<file path="config.mk">
export PLATFORM = sky130hd
export DESIGN_NAME = emt_bus
export DESIGN_NICKNAME = d
export VERILOG_FILES = /design/src/rtl/emt_pkg.sv /design/src/rtl/emt_bus.sv
export SDC_FILE = /design/constraint.sdc
export NUM_CORES = 1
export LEC_CHECK = 0
export BUFFER_PORTS_ARGS = -buffer_cell sky130_fd_sc_hd__buf_2
export CORE_UTILIZATION = 55
export DETAILED_ROUTE_END_ITERATION = 7
export PLACE_DENSITY = 0.9
export SLEW_MARGIN = 15
export SYNTH_ARGS = -nofsm -noshare
export SYNTH_HDL_FRONTEND = slang
export SYNTH_SLANG_ARGS = --single-unit
</file>
<file path="constraint.sdc">
create_clock -name mclk -period 4.3 [get_ports mclk]
set_input_delay 0 -clock mclk [delete_from_list [all_inputs] [get_ports mclk]]
set_output_delay 0 -clock mclk [all_outputs]
set_load 0.01 [all_outputs]
</file>
<file path="src/rtl/emt_pkg.sv">
// emt_pkg: constants and types of the external memory bus timing block
// assumes one system clock; all timing counts are in system-clock cycles
package emt_pkg;

   ////////////////////////////////////////////////////////////////////////
   // register addresses on the special-function bus
   localparam logic [7:0] EMT_ADDR_PAGE   = 8'haa;
   localparam logic [7:0] EMT_ADDR_CONFIG = 8'hab;
   localparam logic [7:0] EMT_ADDR_TIMING = 8'haf;

   // reset values
   localparam logic [4:0] EMT_PAGE_RST   = 5'h00;
   localparam logic [3:0] EMT_CONFIG_RST = 4'h3;
   localparam logic [7:0] EMT_TIMING_RST = 8'hff;

   // field positions
   localparam int EMT_CFG_MODE_LSB = 2;
   localparam int EMT_CFG_ALE_LSB  = 0;
   localparam int EMT_TC_SETUP_LSB = 6;
   localparam int EMT_TC_STRB_LSB  = 2;
   localparam int EMT_TC_HOLD_LSB  = 0;
   localparam int EMT_PAGE_OFF_BIT = 4;

   // fixed overhead of each off-chip move, split before and after
   localparam logic [3:0] EMT_OVH_PRE  = 4'h2;
   localparam logic [3:0] EMT_OVH_POST = 4'h2;

   ////////////////////////////////////////////////////////////////////////
   typedef enum logic [1:0] {
      EMT_MODE_ONCHIP   = 2'h0,
      EMT_MODE_SPLIT    = 2'h1,
      EMT_MODE_SPLIT_BS = 2'h2,
      EMT_MODE_OFFCHIP  = 2'h3
   } emt_mode_e;

   // gray along the normal path
   typedef enum logic [2:0] {
      EMT_IDLE  = 3'h0,
      EMT_PRE   = 3'h1,
      EMT_ALEH  = 3'h3,
      EMT_ALEL  = 3'h2,
      EMT_SETUP = 3'h6,
      EMT_STRB  = 3'h7,
      EMT_HOLD  = 3'h5,
      EMT_POST  = 3'h4
   } emt_state_e;

   typedef struct packed {
      logic        write;
      logic        wide;
      logic [15:0] addr;
      logic [7:0]  ptr;
      logic [7:0]  wdata;
   } emt_req_s;

   typedef struct packed {
      logic [1:0] ale;
      logic [1:0] setup;
      logic [3:0] strb;
      logic [1:0] hold;
   } emt_timing_s;

endpackage

</file>
<file path="src/rtl/emt_bus.sv">
// emt_bus: register set and off-chip cycle sequencer of the memory interface
// assumes the cpu holds a request until busy rises and that pins are
// combined with port latches outside this block
`timescale 1ns/10ps
module emt_bus
   import emt_pkg::*;
#(
   parameter logic [15:0] ONCHIP_TOP = 16'h1000
) (
   // clock, reset, enable
   input  wire logic        mclk,
   input  wire logic        reset_n,
   input  wire logic        ce,
   // special-function register port
   input  wire logic [7:0]  sfr_addr,
   input  wire logic        sfr_wr,
   input  wire logic        sfr_rd,
   input  wire logic [7:0]  sfr_wdata,
   output logic      [7:0]  sfr_rdata,
   // move requests from the cpu
   input  wire logic        req_valid,
   input  wire emt_req_s    req,
   output logic             busy,
   output logic             done,
   output logic             onchip,
   output logic      [7:0]  rd_data,
   // external bus pins
   output logic      [7:0]  addr_hi_out,
   output logic      [7:0]  addr_hi_oe,
   output logic      [7:0]  ad_out,
   output logic             ad_oe,
   input  wire logic [7:0]  ad_in,
   output logic             ale,
   output logic             rd_n,
   output logic             wr_n
);

   ////////////////////////////////////////////////////////////////////////
   // reset release
   logic              rst_meta_q;
   logic              rst_n_q;

   always_ff @(posedge mclk or negedge reset_n) begin
      if (!reset_n) begin
         rst_meta_q <= 1'b0;
         rst_n_q    <= 1'b0;
      end else begin
         rst_meta_q <= 1'b1;
         rst_n_q    <= rst_meta_q;
      end
   end

   ////////////////////////////////////////////////////////////////////////
   // registers
   logic [4:0]        page_q;
   logic [3:0]        config_q;
   logic [7:0]        timing_q;
   emt_mode_e         mode;
   emt_timing_s       tc_live;

   assign mode          = emt_mode_e'(config_q[EMT_CFG_MODE_LSB +: 2]);
   assign tc_live.ale   = config_q[EMT_CFG_ALE_LSB +: 2];
   assign tc_live.setup = timing_q[EMT_TC_SETUP_LSB +: 2];
   assign tc_live.strb  = timing_q[EMT_TC_STRB_LSB +: 4];
   assign tc_live.hold  = timing_q[EMT_TC_HOLD_LSB +: 2];

   always_ff @(posedge mclk or negedge rst_n_q) begin
      if (!rst_n_q) begin
         page_q   <= EMT_PAGE_RST;
         config_q <= EMT_CONFIG_RST;
         timing_q <= EMT_TIMING_RST;
      end else if (ce && sfr_wr) begin
         case (sfr_addr)
            EMT_ADDR_PAGE:   page_q   <= sfr_wdata[4:0];
            EMT_ADDR_CONFIG: config_q <= sfr_wdata[3:0];
            EMT_ADDR_TIMING: timing_q <= sfr_wdata;
            default:         ;
         endcase
      end
   end

   always_ff @(posedge mclk or negedge rst_n_q) begin
      if (!rst_n_q) begin
         sfr_rdata <= 8'h00;
      end else if (ce && sfr_rd) begin
         case (sfr_addr)
            EMT_ADDR_PAGE:   sfr_rdata <= {3'h0, page_q};
            EMT_ADDR_CONFIG: sfr_rdata <= {4'h0, config_q};
            EMT_ADDR_TIMING: sfr_rdata <= timing_q;
            default:         sfr_rdata <= 8'h00;
         endcase
      end
   end

   ////////////////////////////////////////////////////////////////////////
   // target decode
   function automatic logic goes_offchip(input emt_mode_e m, input emt_req_s r, input logic [4:0] pg);
      logic off;
      off = 1'b0;
      case (m)
         EMT_MODE_ONCHIP:  off = 1'b0;
         EMT_MODE_OFFCHIP: off = 1'b1;
         default:          off = r.wide ? (r.addr >= ONCHIP_TOP) : pg[EMT_PAGE_OFF_BIT];
      endcase
      return off;
   endfunction

   ////////////////////////////////////////////////////////////////////////
   // sequencer
   emt_state_e        state_q;
   emt_state_e        state_d;
   logic [3:0]        cnt_q;
   logic [3:0]        cnt_d;
   emt_timing_s       tc_q;
   emt_req_s          req_q;
   emt_mode_e         mode_q;
   logic              take;
   logic              last;

   assign take = (state_q == EMT_IDLE) && req_valid && goes_offchip(mode, req, page_q);
   assign last = (cnt_q == 4'h0);

   // length of a phase less one; setup and hold may be absent
   function automatic logic [3:0] phase_len(input emt_state_e s, input emt_timing_s t);
      logic [3:0] n;
      n = 4'h0;
      case (s)
         EMT_PRE:   n = EMT_OVH_PRE - 4'h1;
         EMT_ALEH:  n = {2'h0, t.ale};
         EMT_ALEL:  n = {2'h0, t.ale};
         EMT_SETUP: n = {2'h0, t.setup} - 4'h1;
         EMT_STRB:  n = t.strb;
         EMT_HOLD:  n = {2'h0, t.hold} - 4'h1;
         EMT_POST:  n = EMT_OVH_POST - 4'h1;
         default:   n = 4'h0;
      endcase
      return n;
   endfunction

   // zero-length setup and hold phases are skipped outright
   function automatic emt_state_e phase_next(input emt_state_e s, input emt_timing_s t);
      emt_state_e n;
      n = EMT_IDLE;
      case (s)
         EMT_PRE:   n = EMT_ALEH;
         EMT_ALEH:  n = EMT_ALEL;
         EMT_ALEL:  n = (t.setup != 2'h0) ? EMT_SETUP : EMT_STRB;
         EMT_SETUP: n = EMT_STRB;
         EMT_STRB:  n = (t.hold != 2'h0) ? EMT_HOLD : EMT_POST;
         EMT_HOLD:  n = EMT_POST;
         default:   n = EMT_IDLE;
      endcase
      return n;
   endfunction

   always_comb begin
      state_d = state_q;
      cnt_d   = cnt_q;
      case (state_q)
         EMT_IDLE: begin
            if (take) begin
               state_d = EMT_PRE;
               cnt_d   = phase_len(EMT_PRE, tc_live);
            end
         end
         default: begin
            if (last) begin
               state_d = phase_next(state_q, tc_q);
               cnt_d   = phase_len(state_d, tc_q);
            end else begin
               cnt_d = cnt_q - 4'h1;
            end
         end
      endcase
   end

   always_ff @(posedge mclk or negedge rst_n_q) begin
      if (!rst_n_q) begin
         state_q <= EMT_IDLE;
         cnt_q   <= 4'h0;
      end else if (ce) begin
         state_q <= state_d;
         cnt_q   <= cnt_d;
      end
   end

   // timing is frozen per move so a register write mid-cycle cannot tear it
   always_ff @(posedge mclk or negedge rst_n_q) begin
      if (!rst_n_q) begin
         tc_q   <= '0;
         req_q  <= '0;
         mode_q <= EMT_MODE_ONCHIP;
      end else if (ce && take) begin
         tc_q   <= tc_live;
         req_q  <= req;
         mode_q <= mode;
      end
   end

   ////////////////////////////////////////////////////////////////////////
   // cpu handshake
   always_ff @(posedge mclk or negedge rst_n_q) begin
      if (!rst_n_q) begin
         busy   <= 1'b0;
         done   <= 1'b0;
         onchip <= 1'b0;
      end else if (ce) begin
         busy   <= (state_d != EMT_IDLE);
         done   <= (state_q == EMT_POST) && last;
         onchip <= (state_q == EMT_IDLE) && req_valid && !take;
      end
   end

   // sampled on the final strobe cycle, while the memory still drives
   always_ff @(posedge mclk or negedge rst_n_q) begin
      if (!rst_n_q) begin
         rd_data <= 8'h00;
      end else if (ce && (state_q == EMT_STRB) && last && !req_q.write) begin
         rd_data <= ad_in;
      end
   end

   ////////////////////////////////////////////////////////////////////////
   // pins, registered from the next state
   logic              in_move_d;
   logic              addr_ph_d;
   logic              data_ph_d;
   logic              strb_d;
   emt_req_s          rq_d;
   emt_mode_e         md_d;

   assign rq_d      = take ? req : req_q;
   assign md_d      = take ? mode : mode_q;
   assign in_move_d = (state_d != EMT_IDLE);
   assign addr_ph_d = (state_d == EMT_ALEH) || (state_d == EMT_ALEL);
   assign data_ph_d = (state_d == EMT_SETUP) || (state_d == EMT_STRB) || (state_d == EMT_HOLD);
   assign strb_d    = (state_d == EMT_STRB);

   always_ff @(posedge mclk or negedge rst_n_q) begin
      if (!rst_n_q) begin
         ale   <= 1'b0;
         rd_n  <= 1'b1;
         wr_n  <= 1'b1;
         ad_oe <= 1'b0;
      end else if (ce) begin
         ale   <= (state_d == EMT_ALEH);
         rd_n  <= !(strb_d && !rq_d.write);
         wr_n  <= !(strb_d && rq_d.write);
         ad_oe <= addr_ph_d || (data_ph_d && rq_d.write);
      end
   end

   always_ff @(posedge mclk or negedge rst_n_q) begin
      if (!rst_n_q) begin
         ad_out <= 8'h00;
      end else if (ce) begin
         if (addr_ph_d) begin
            ad_out <= rq_d.wide ? rq_d.addr[7:0] : rq_d.ptr;
         end else if (data_ph_d) begin
            ad_out <= rq_d.wdata;
         end
      end
   end

   // upper lines: wide moves drive all, bank mode page bits 3:0 on the low four, else port latch
   always_ff @(posedge mclk or negedge rst_n_q) begin
      if (!rst_n_q) begin
         addr_hi_out <= 8'h00;
         addr_hi_oe  <= 8'h00;
      end else if (ce) begin
         if (!in_move_d) begin
            addr_hi_oe <= 8'h00;
         end else if (rq_d.wide) begin
            addr_hi_out <= rq_d.addr[15:8];
            addr_hi_oe  <= 8'hff;
         end else if (md_d == EMT_MODE_SPLIT_BS) begin
            addr_hi_out <= {4'h0, page_q[3:0]};
            addr_hi_oe  <= 8'h0f;
         end else begin
            addr_hi_oe  <= 8'h00;
         end
      end
   end

endmodule // emt_bus

</file>
==> impl_metrics.env, run 1 <==
export IMPL_maxCapViolations=0
export IMPL_antenna_found_initial=0
export IMPL_final_hold_violation_count=0
export IMPL_final_period_utilization_pct=74.7
export IMPL_gr_total_overflow=0
export IMPL_holdWs_ns=0.103
export IMPL_path_clk_slew_ns=0.06
export IMPL_postCtsSetupRepairBufs=0
export IMPL_yosysWarningCount=0
export IMPL_setup_violations_final=0
export IMPL_layout_drive_gt1_share_pct=39.7
export IMPL_dpl_hpwl_um=8340
export IMPL_cp_required_ns=4.70
export IMPL_fin_skew_ns=0.00697
export IMPL_ys_flop_type="dfrtp_1"
export IMPL_tritoncts="yes"
export IMPL_syn_inst=454
export IMPL_cts_sinks=113
export IMPL_numPortBuffers=110
export IMPL_drc=0
export IMPL_slew_viol_final=0
export IMPL_antennaDiodeCount=0
export IMPL_row_count=36
export IMPL_grt_usage_pct=31.5
export IMPL_power_leakage_nw=3.56
export IMPL_cts_root_buf="clkbuf_8"
export IMPL_tightest_slew_ns=0.962
export IMPL_rsz0062_at_grt="false"
export IMPL_relSlewSlack_pct=35.8
export IMPL_period_minus_slack_ns=3.21
export IMPL_crit_path_end_kind="flop"
export IMPL_gp_congestion=0.849
export IMPL_p_per_area_nw_per_um2=533
export IMPL_dieArea_um2=10400
export IMPL_areaGrowthSynthToFinish_pct=32.7
export IMPL_status="finished clean"
export IMPL_cp_data_arrival_time_ns=3.61
export IMPL_synth_edf_count=0
export IMPL_synth_avg_cell_area_um2=12.1
export IMPL_clock_fmax_ghz=0.311
export IMPL_h_tree_depth=4
export IMPL_die_y_um=102
export IMPL_fin_nets=686
export IMPL_pin_count=111
export IMPL_critPathLaunchType="flop"
export IMPL_netlist_area_um2=5510
export IMPL_grt_pass1_wl_um=24200
export IMPL_via_count=4542
export IMPL_ys_types=57
export IMPL_clock_latency_ns=0.52
export IMPL_wl_per_cell_um=20.4
export IMPL_yosysSeqAreaShare_pct=51.6
export IMPL_ir_drop_v=0.000377
export IMPL_start_util_pct=56.6
export IMPL_synth_nets=524
export IMPL_core_area_um2=9730
export IMPL_min_path_type="in -> reg"
export IMPL_cts_inserted_buffers=17
export IMPL_ant_nets=0
export IMPL_drtIter0Drc=456
export IMPL_grt_pass1_vias=4680
export IMPL_clk_path_buf_depth=2
export IMPL_criticalPathCategory="reg -> reg"
export IMPL_cp_max_fo=33
export IMPL_grt_start_max_net_pins=68
export IMPL_viasPerCell=5.96
export IMPL_setup_tns_final_ns=0
export IMPL_firstDrtPassIters=6
export IMPL_async_flop_share_pct=100
export IMPL_cts_resized_gates=0
export IMPL_die_width_um=102
export IMPL_route_final_wire_length_um=15500
export IMPL_ys_ff_latch=113
registers in the layout (all words and copies together), names as in the netlist, 2 cells and up:
| name | flops |
|---|---|
| tc_q | 10 |
| cnt_q | 4 |
| page_q | 5 |
| req_q | 34 |
| addr_hi_out | 8 |
| config_q | 4 |
| ad_out | 8 |
| mode_q | 2 |
| sfr_rdata | 8 |
| rd_data | 8 |
| timing_q | 8 |
| state_q | 3 |
| addr_hi_oe | 2 |
path summary, 6_finish.rpt:
kind	depth (start not counted)	endpoint	slack (ns)	startpoint
setup reg to reg	8	req_q[16]	1.09	config_q[2]
hold / removal	4	sfr_rdata[4]	0.10	sfr_addr[0]
hold reg to reg	0	rst_n_q	0.36	rst_meta_q
setup / recovery	8	req_q[16]	1.09	config_q[2]
min in group asynchronous	3	rst_meta_q	0.34	reset_n
max in group asynchronous	1	addr_hi_out[2]	2.72	rst_n_q
final cells by class:
cell class                      count  area (µm²)
Sequential cell                   113        2850
Fill cell                         578        2410
Multi-Input combinational cell    291        2410
Timing Repair Buffer              172        1160
Clock buffer                       19         442
Clock inverter                     13         209
Tap cell                          133         166
Inverter                           21        78.8
synth_stat cells (2+ instances only):
cell type	number	area (µm²)
mux2i_1	22	220
inv_1	21	78.8
mux2_4	28	420
nand3b_1	6	45.0
nand3_1	9	45.0
nand4_1	3	18.8
o21ai_0	47	235
mux2_2	52	586
buf_4	9	67.6
nor2_1	10	37.5
nand2_1	30	113
clkbuf_1	9	33.8
nand2b_1	7	43.8
dfrtp_1	101	2530
dfstp_2	12	315
o31ai_1	4	30.0
o2bb2ai_1	4	35.0
a31oi_1	2	12.5
a22o_1	6	52.6
ha_1	6	75.1
nor2b_1	4	25.0
buf_2	5	25.0
o221ai_1	4	35.0
o21a_1	2	15.0
a21oi_1	11	55.1
buf_6	6	67.6
nor3_1	4	20.0
power breakdown:
part	internal (mW)	leakage, nW	total [mW]	switching [mW]
sequential	1.23	1.48	1.41	0.175
combinational	0.425	1.78	0.946	0.521
clock	1.03	0.298	1.55	0.518
total	2.69	3.56	3.90	1.21
worst max-delay path, cell delays in order (launching register included):
cell	delay, ns
dfrtp_1	0.43
ha_1	0.46
or3b_2	0.49
o21ai_0	0.19
a211oi_4	0.04
buf_4	0.26
nand2_2	0.44
buf_4	0.38
mux2_2	0.40
kinds of logic after synthesis:
logic type | Yosys count | synth area share [%]
fa+ha+maj | 6 | 1.36
buf+inv | 50 | 4.95
other cells | 1 | 0.0680
mux | 102 | 22.2
simple gates | 89 | 9.10
compound gates | 93 | 10.7
flops | 113 | 51.6
stage by stage:
step / setup WS (ns) / instances / cell area (µm²) / power (mW) / util, %
after floorplan: 0.940 / 454 / 5510 / 2.00 / -
after global placement: 1.32 / 672 / 6080 / 2.19 / 62.5
after detailed placement: 1.21 / 672 / 6080 / 2.24 / 62.5
after CTS: 1.16 / 762 / 7310 / 3.83 / 75.1
after global routing: 0.974 / 762 / 7320 / 4.05 / 75.2
final: 1.09 / 762 / 7320 / 3.90 / 75.2
per-layer routing:
| layer | track usage [%] | wire length (µm) | vias up |
|---|---|---|---|
| met5 | 0 | 0 | - |
| li1 | - | - | 1943 |
| met2 | 52.7 | 7970 | 283 |
| met3 | 7.46 | 941 | 72 |
| met4 | 16.9 | 748 | 0 |
| met1 | 37.8 | 5870 | 2244 |
timing repair:
action,in CTS,in global routing
setup endpoints to repair,0,0
hold buffers,58,0
hold endpoints to repair,89,0
layout by cell type (no fill, tap or decap), types with 5 or more instances in the layout:
master           n
a21oi_1         11
a22o_1           6
buf_2          110
bufinv_16        5
clkbuf_16       16
clkinvlp_4       6
dfrtp_1        100
dfstp_2         12
dlygate4sd3_1   58
ha_1             6
inv_1           21
mux2_2          52
mux2_4          28
mux2i_1         22
nand2_1         29
nand2b_1         7
nand3_1          9
nand3b_1         6
nor2_1          10
o21ai_0         47
Power figures use the tool's default switching activity.
==> inputs of run 2 (changes only) <==
- clock period: 4.3 -> 3.17 ns (I/O delays scaled with it)
==> impl_metrics.env, run 2 (synthesis results as in run 1) <==
export IMPL_status="finished clean"
export IMPL_setup_tns_final_ns=0
export IMPL_drtIter0Drc=354
export IMPL_tritoncts="yes"
export IMPL_core_area_um2=9730
export IMPL_slew_viol_final=0
export IMPL_maxCapViolations=0
export IMPL_dieArea_um2=10400
export IMPL_grt_start_max_net_pins=101
export IMPL_path_clk_slew_ns=0.06
export IMPL_fin_area_um2=7310
export IMPL_postCtsSetupRepairBufs=0
export IMPL_setup_slack_ns=0.346
export IMPL_final_common_cell="buf_2"
export IMPL_cp_slowest_cell="or3b_2"
export IMPL_finalPower_mw=5.15
export IMPL_cp_max_fo=15
export IMPL_hp_start="sfr_addr[0]"
export IMPL_cp_required_ns=3.60
export IMPL_crit_path_end_kind="flop"
export IMPL_tightest_slew_ns=1.07
export IMPL_setup_violations_final=0
export IMPL_criticalPathCategory="reg -> reg"
export IMPL_largest_register="req_q"
export IMPL_power_leakage_nw=3.58
export IMPL_clock_fmax_ghz=0.354
export IMPL_clk_path_buf_depth=2
export IMPL_die_width_um=102
export IMPL_startpoint="config_q[2]"
export IMPL_largest_register_ffs=34
export IMPL_reg_top3="req_q (34), tc_q (10)"
export IMPL_slowest_delay_ns=0.48
export IMPL_drc=0
export IMPL_cts_root_buf="clkbuf_8"
export IMPL_place_ws_ns=0.443
export IMPL_start_util_pct=56.6
export IMPL_gp_congestion=0.897
export IMPL_antennaDiodeCount=0
export IMPL_cts_inserted_buffers=17
export IMPL_numPortBuffers=110
export IMPL_dpl_hpwl_um=8570
export IMPL_antenna_found_initial=0
export IMPL_layout_drive_gt1_share_pct=39.3
export IMPL_wl_per_cell_um=19.2
export IMPL_cp_data_arrival_time_ns=3.26
export IMPL_placed_area_um2=6110
export IMPL_final_hold_violation_count=0
export IMPL_clock_latency_ns=0.53
export IMPL_fin_nets=690
export IMPL_firstDrtPassIters=5
export IMPL_period_minus_slack_ns=2.82
export IMPL_viasPerCell=5.89
export IMPL_r2r_start="config_q[2]"
export IMPL_p_per_area_nw_per_um2=705
export IMPL_areaGrowthSynthToFinish_pct=32.7
export IMPL_path_cells="ha_1, or3b_2, o21ai_0, a211oi_4, buf_4, nor3_1, a211o_1, mux2i_1"
export IMPL_min_path_type="in -> reg"
export IMPL_final_period_utilization_pct=89.1
export IMPL_h_tree_depth=4
export IMPL_fin_skew_ns=0.0125
export IMPL_die_y_um=102
export IMPL_ir_drop_v=0.000502
export IMPL_via_count=4508
export IMPL_final_cell_mix="110 x buf_2, 100 x dfrtp_1, 59 x dlygate4sd3_1"
export IMPL_grt_pass1_wl_um=23300
export IMPL_grt_usage_pct=30.3
export IMPL_relSlewSlack_pct=27.9
export IMPL_row_count=36
export IMPL_critPathLaunchType="flop"
export IMPL_pin_count=111
export IMPL_route_final_wire_length_um=14700
export IMPL_ant_nets=0
export IMPL_grt_pass1_vias=4562
export IMPL_cts_sinks=113
export IMPL_rsz0062_at_grt="false"
export IMPL_gr_total_overflow=0
[run 2: cell count changes in the layout (fill, tap and decap cells not counted), moves of 2 or more]
cell,before,now
clkbuf_1,0,3
clkinvlp_4,6,3
buf_4,4,6
clkinv_2,1,3
[run 2: where the power goes]
part / leakage (nW) / switching [mW] / internal (mW)
clock: 0.291 / 0.664 / 1.31
sequential: 1.48 / 0.227 / 1.67
combinational: 1.80 / 0.699 / 0.582
total: 3.58 / 1.59 / 3.56
[run 2: repair_timing]
action,in CTS,in global routing
hold endpoints to repair,93,0
resized for setup,0,0
hold buffers,59,0
[run 2: worst max-delay path: cells and delay by family, from the launching register on]
family                     cells  cell delay [ns]
muxes                          1             0.27
AOI/OAI and AO/OA              3             0.66
DFF                            1             0.42
and+or+nand+nor                2             0.71
buffers and inverters          1             0.22
adders and majority gates      1             0.45
[run 2: area by class of cell]
cell class              instances  area [µm²]
well taps                     133         166
fillers                       588        2410
inverters                      21        78.8
multi-input cells             291        2410
clock inverters                10         158
flip-flops and latches        113        2850
clock buffers                  22         453
repair buffers                176        1210
[run 2: routing by layer]
metal / routed length [µm] / global-route usage [%]
met4: 555 / 15.2
met5: 0 / 0
met2: 7470 / 49.3
met3: 953 / 8.82
met1: 5770 / 37.0
[run 2: worst paths after layout]
path | cells after the start | to | slack [ns]
worst max-delay path | 8 | addr_hi_out[2] | 0.35
worst min-delay path | 3 | config_q[2] | 0.1
worst max register to register | 8 | addr_hi_out[2] | 0.35
worst min register to register | 0 | done | 0.16
max in group asynchronous | 1 | timing_q[4] | 2.22
min in group asynchronous | 0 | done | 0.16
[run 2: per-stage QoR]
step | hold slack, ns | std cells | utilization, %
floorplan | -0.296 | 454 | -
global placement | -0.214 | 675 | 62.8
detailed placement | -0.211 | 675 | 62.8
CTS | 0.0634 | 766 | 75.2
global route | 0.117 | 766 | 75.2
finish | 0.0966 | 766 | 75.2
==> inputs of run 3 (changes only) <==
- ABC_AREA: unset -> 1
- PLACE_DENSITY: 0.9 -> 0.8
==> impl_metrics.env, run 3 <==
export IMPL_die_width_um=103
export IMPL_cts_root_buf="clkbuf_8"
export IMPL_ys_flop_type="dfrtp_1"
export IMPL_synth_top_area_share_pct=45.0
export IMPL_r2r_start="config_q[3]"
export IMPL_firstDrtPassIters=5
export IMPL_ys_ff_latch=113
export IMPL_layout_drive_gt1_share_pct=22.9
export IMPL_gr_total_overflow=0
export IMPL_h_tree_depth=4
export IMPL_power_leakage_nw=3.91
export IMPL_relSlewSlack_pct=36.1
export IMPL_cts_inserted_buffers=17
export IMPL_cp_required_ns=3.52
export IMPL_synth_avg_cell_area_um2=8.20
export IMPL_reg_top3="req_q (34), tc_q (10)"
export IMPL_largest_register="req_q"
export IMPL_criticalPathCategory="reg -> reg"
export IMPL_ant_nets=0
export IMPL_route_final_wire_length_um=14600
export IMPL_async_flop_share_pct=100
export IMPL_fin_skew_ns=0.0112
export IMPL_gp_congestion=0.835
export IMPL_final_period_utilization_pct=78.5
export IMPL_cp_top_family="simple AND/OR/NAND/NOR gates"
export IMPL_grt_start_max_net_pins=68
export IMPL_p_per_area_nw_per_um2=882
export IMPL_dp_cells=904
export IMPL_syn_inst=684
export IMPL_finalPower_mw=6.45
export IMPL_maxCapViolations=0
export IMPL_antenna_found_initial=0
export IMPL_ir_drop_v=0.000411
export IMPL_cp_endpoint="req_q[6]"
export IMPL_via_count=5368
export IMPL_netlist_area_um2=5610
export IMPL_die_y_um=103
export IMPL_setup_violations_final=0
export IMPL_slowest_delay_ns=0.45
export IMPL_slew_viol_final=0
export IMPL_viasPerCell=5.40
export IMPL_reg2reg_slack_ns=0.68
export IMPL_rsz0062_at_grt="false"
export IMPL_cp_depth=10
export IMPL_numPortBuffers=110
export IMPL_startpoint="config_q[3]"
export IMPL_dpl_hpwl_um=9300
export IMPL_cp_slowest_cell="inv_2"
export IMPL_tightest_slew_ns=0.956
export IMPL_yosysSeqAreaShare_pct=50.7
export IMPL_synth_common_cells="215 x nand2_1, 101 x dfrtp_1, 78 x inv_1"
export IMPL_reg2reg_to="req_q[6]"
export IMPL_path_clk_slew_ns=0.06
export IMPL_grt_usage_pct=29.2
export IMPL_clock_latency_ns=0.52
export IMPL_clock_fmax_ghz=0.402
export IMPL_synth_most_common_cell="nand2_1"
export IMPL_drtIter0Drc=490
export IMPL_crit_path_end_kind="flop"
export IMPL_fin_nets=918
export IMPL_areaGrowthSynthToFinish_pct=30.3
export IMPL_clk_path_buf_depth=2
export IMPL_place_ws_ns=0.755
export IMPL_setup_slack_ns=0.682
export IMPL_cp_data_arrival_time_ns=2.84
export IMPL_cp_max_fo=67
export IMPL_synth_area_top_cells="dfrtp_1 45%, nand2_1 14%, o21ai_0 6.8%, dfstp_2 5.6%, inv_1 5.2%"
export IMPL_final_common_cell="nand2_1"
export IMPL_drc=0
export IMPL_min_path_type="in -> reg"
export IMPL_final_hold_violation_count=0
export IMPL_start_util_pct=57.1
export IMPL_setup_tns_final_ns=0
export IMPL_ys_types=34
export IMPL_pin_count=111
export IMPL_final_cell_mix="215 x nand2_1, 110 x buf_2, 100 x dfrtp_1"
export IMPL_cts_sinks=113
export IMPL_tritoncts="yes"
export IMPL_synth_top_area_cell="dfrtp_1"
export IMPL_antennaDiodeCount=0
export IMPL_path_cells="ha_1, inv_1, nor2_1, nand2_1, nand2_4, nand2_4, nor2_4, inv_2, nand2_1, o21ai_0"
export IMPL_core_area_um2=9820
export IMPL_dieArea_um2=10600
export IMPL_largest_register_ffs=34
export IMPL_synth_edf_count=0
export IMPL_synth_nets=754
export IMPL_grt_pass1_wl_um=23600
export IMPL_period_minus_slack_ns=2.49
export IMPL_yosysWarningCount=0
export IMPL_r2r_cells=10
export IMPL_row_count=36
export IMPL_fin_cells=994
export IMPL_postCtsSetupRepairBufs=0
export IMPL_wl_per_cell_um=14.7
export IMPL_critPathLaunchType="flop"
export IMPL_grt_pass1_vias=5058
export IMPL_critPathBufInv=2
export IMPL_status="finished clean"
-- run 3: changes by cell type after synthesis, moves of 7 or more --
cell,delta
o21ai_1,+19
o21ai_0,+29
a21oi_1,+13
nand2b_1,-7
inv_1,+57
mux2_4,-28
nand2_1,+185
mux2_2,-39
o22ai_1,+7
mux2i_1,-22
nand3_1,+27
nor2_1,+19
-- run 3: kinds of logic after synthesis --
family                     share of synthesized area, %
and+or+nand+nor                                    23.1
AOI/OAI and AO/OA                                  12.7
DFF                                                50.7
buffers and inverters                              9.32
muxes                                              2.61
adders and majority gates                          1.34
other                                            0.0668
xor gates and xnor gates                          0.156
-- run 3: final cells by class --
class	instances	area, µm²
fill	719	2510
timing repair buffer	174	1180
clock inverter	13	138
multi-input combinational	460	2250
tap	133	166
sequential	113	2850
inverter	82	308
clock buffer	19	432
-- run 3: stage by stage --
step	hold WS, ns	utilization [%]	instance area (µm²)
floorplan	-0.296	-	5610
global placement	-0.212	62.8	6160
CTS	0.0198	74.5	7310
global route	0.0608	74.5	7310
finish	0.0379	74.5	7310
detailed placement	-0.211	62.8	6160
-- run 3: how the worst min path moves through the flow --
stage / from / end / slack (ns) / cells past startpoint
6_report: sfr_addr[1] / sfr_rdata[4] / 0.04 / 6
5_1_grt: sfr_addr[1] / sfr_rdata[4] / 0.06 / 6
4_1_cts: sfr_addr[1] / sfr_rdata[4] / 0.02 / 6
3_5_place_dp: reset_n / rst_meta_q / -0.21 / 1
3_3_place_gp: reset_n / rst_meta_q / -0.21 / 1
2_1_floorplan: reset_n / rst_meta_q / -0.30 / 0
-- run 3: where the power goes --
group	switching [mW]	internal, mW	leakage (nW)
clock	0.679	1.13	0.262
sequential	0.287	1.92	1.40
combinational	1.58	0.846	2.24
total	2.54	3.91	3.91
-- run 3: repair_timing --
| action | CTS | global route |
|---|---|---|
| hold buffers | 58 | 0 |
| resized for setup | 0 | 0 |
| hold endpoints to repair | 82 | 0 |
-- run 3: metal layers --
metal	GRT usage, %	vias up	part of all wire (%)
li1	-	2515	-
met1	40.0	2532	44
met2	44.9	280	46
met3	5.56	41	7.7
met4	14.1	0	2.7
met5	0	-	0
-- run 3: worst reg2reg max path: cells and delay by family, from the launching register on --
family	cells	cell delay (ns)
AOI/OAI and AO/OA	1	0.12
adders and majority gates	1	0.31
buffers and inverters	2	0.51
DFF	1	0.43
and+or+nand+nor	6	0.98
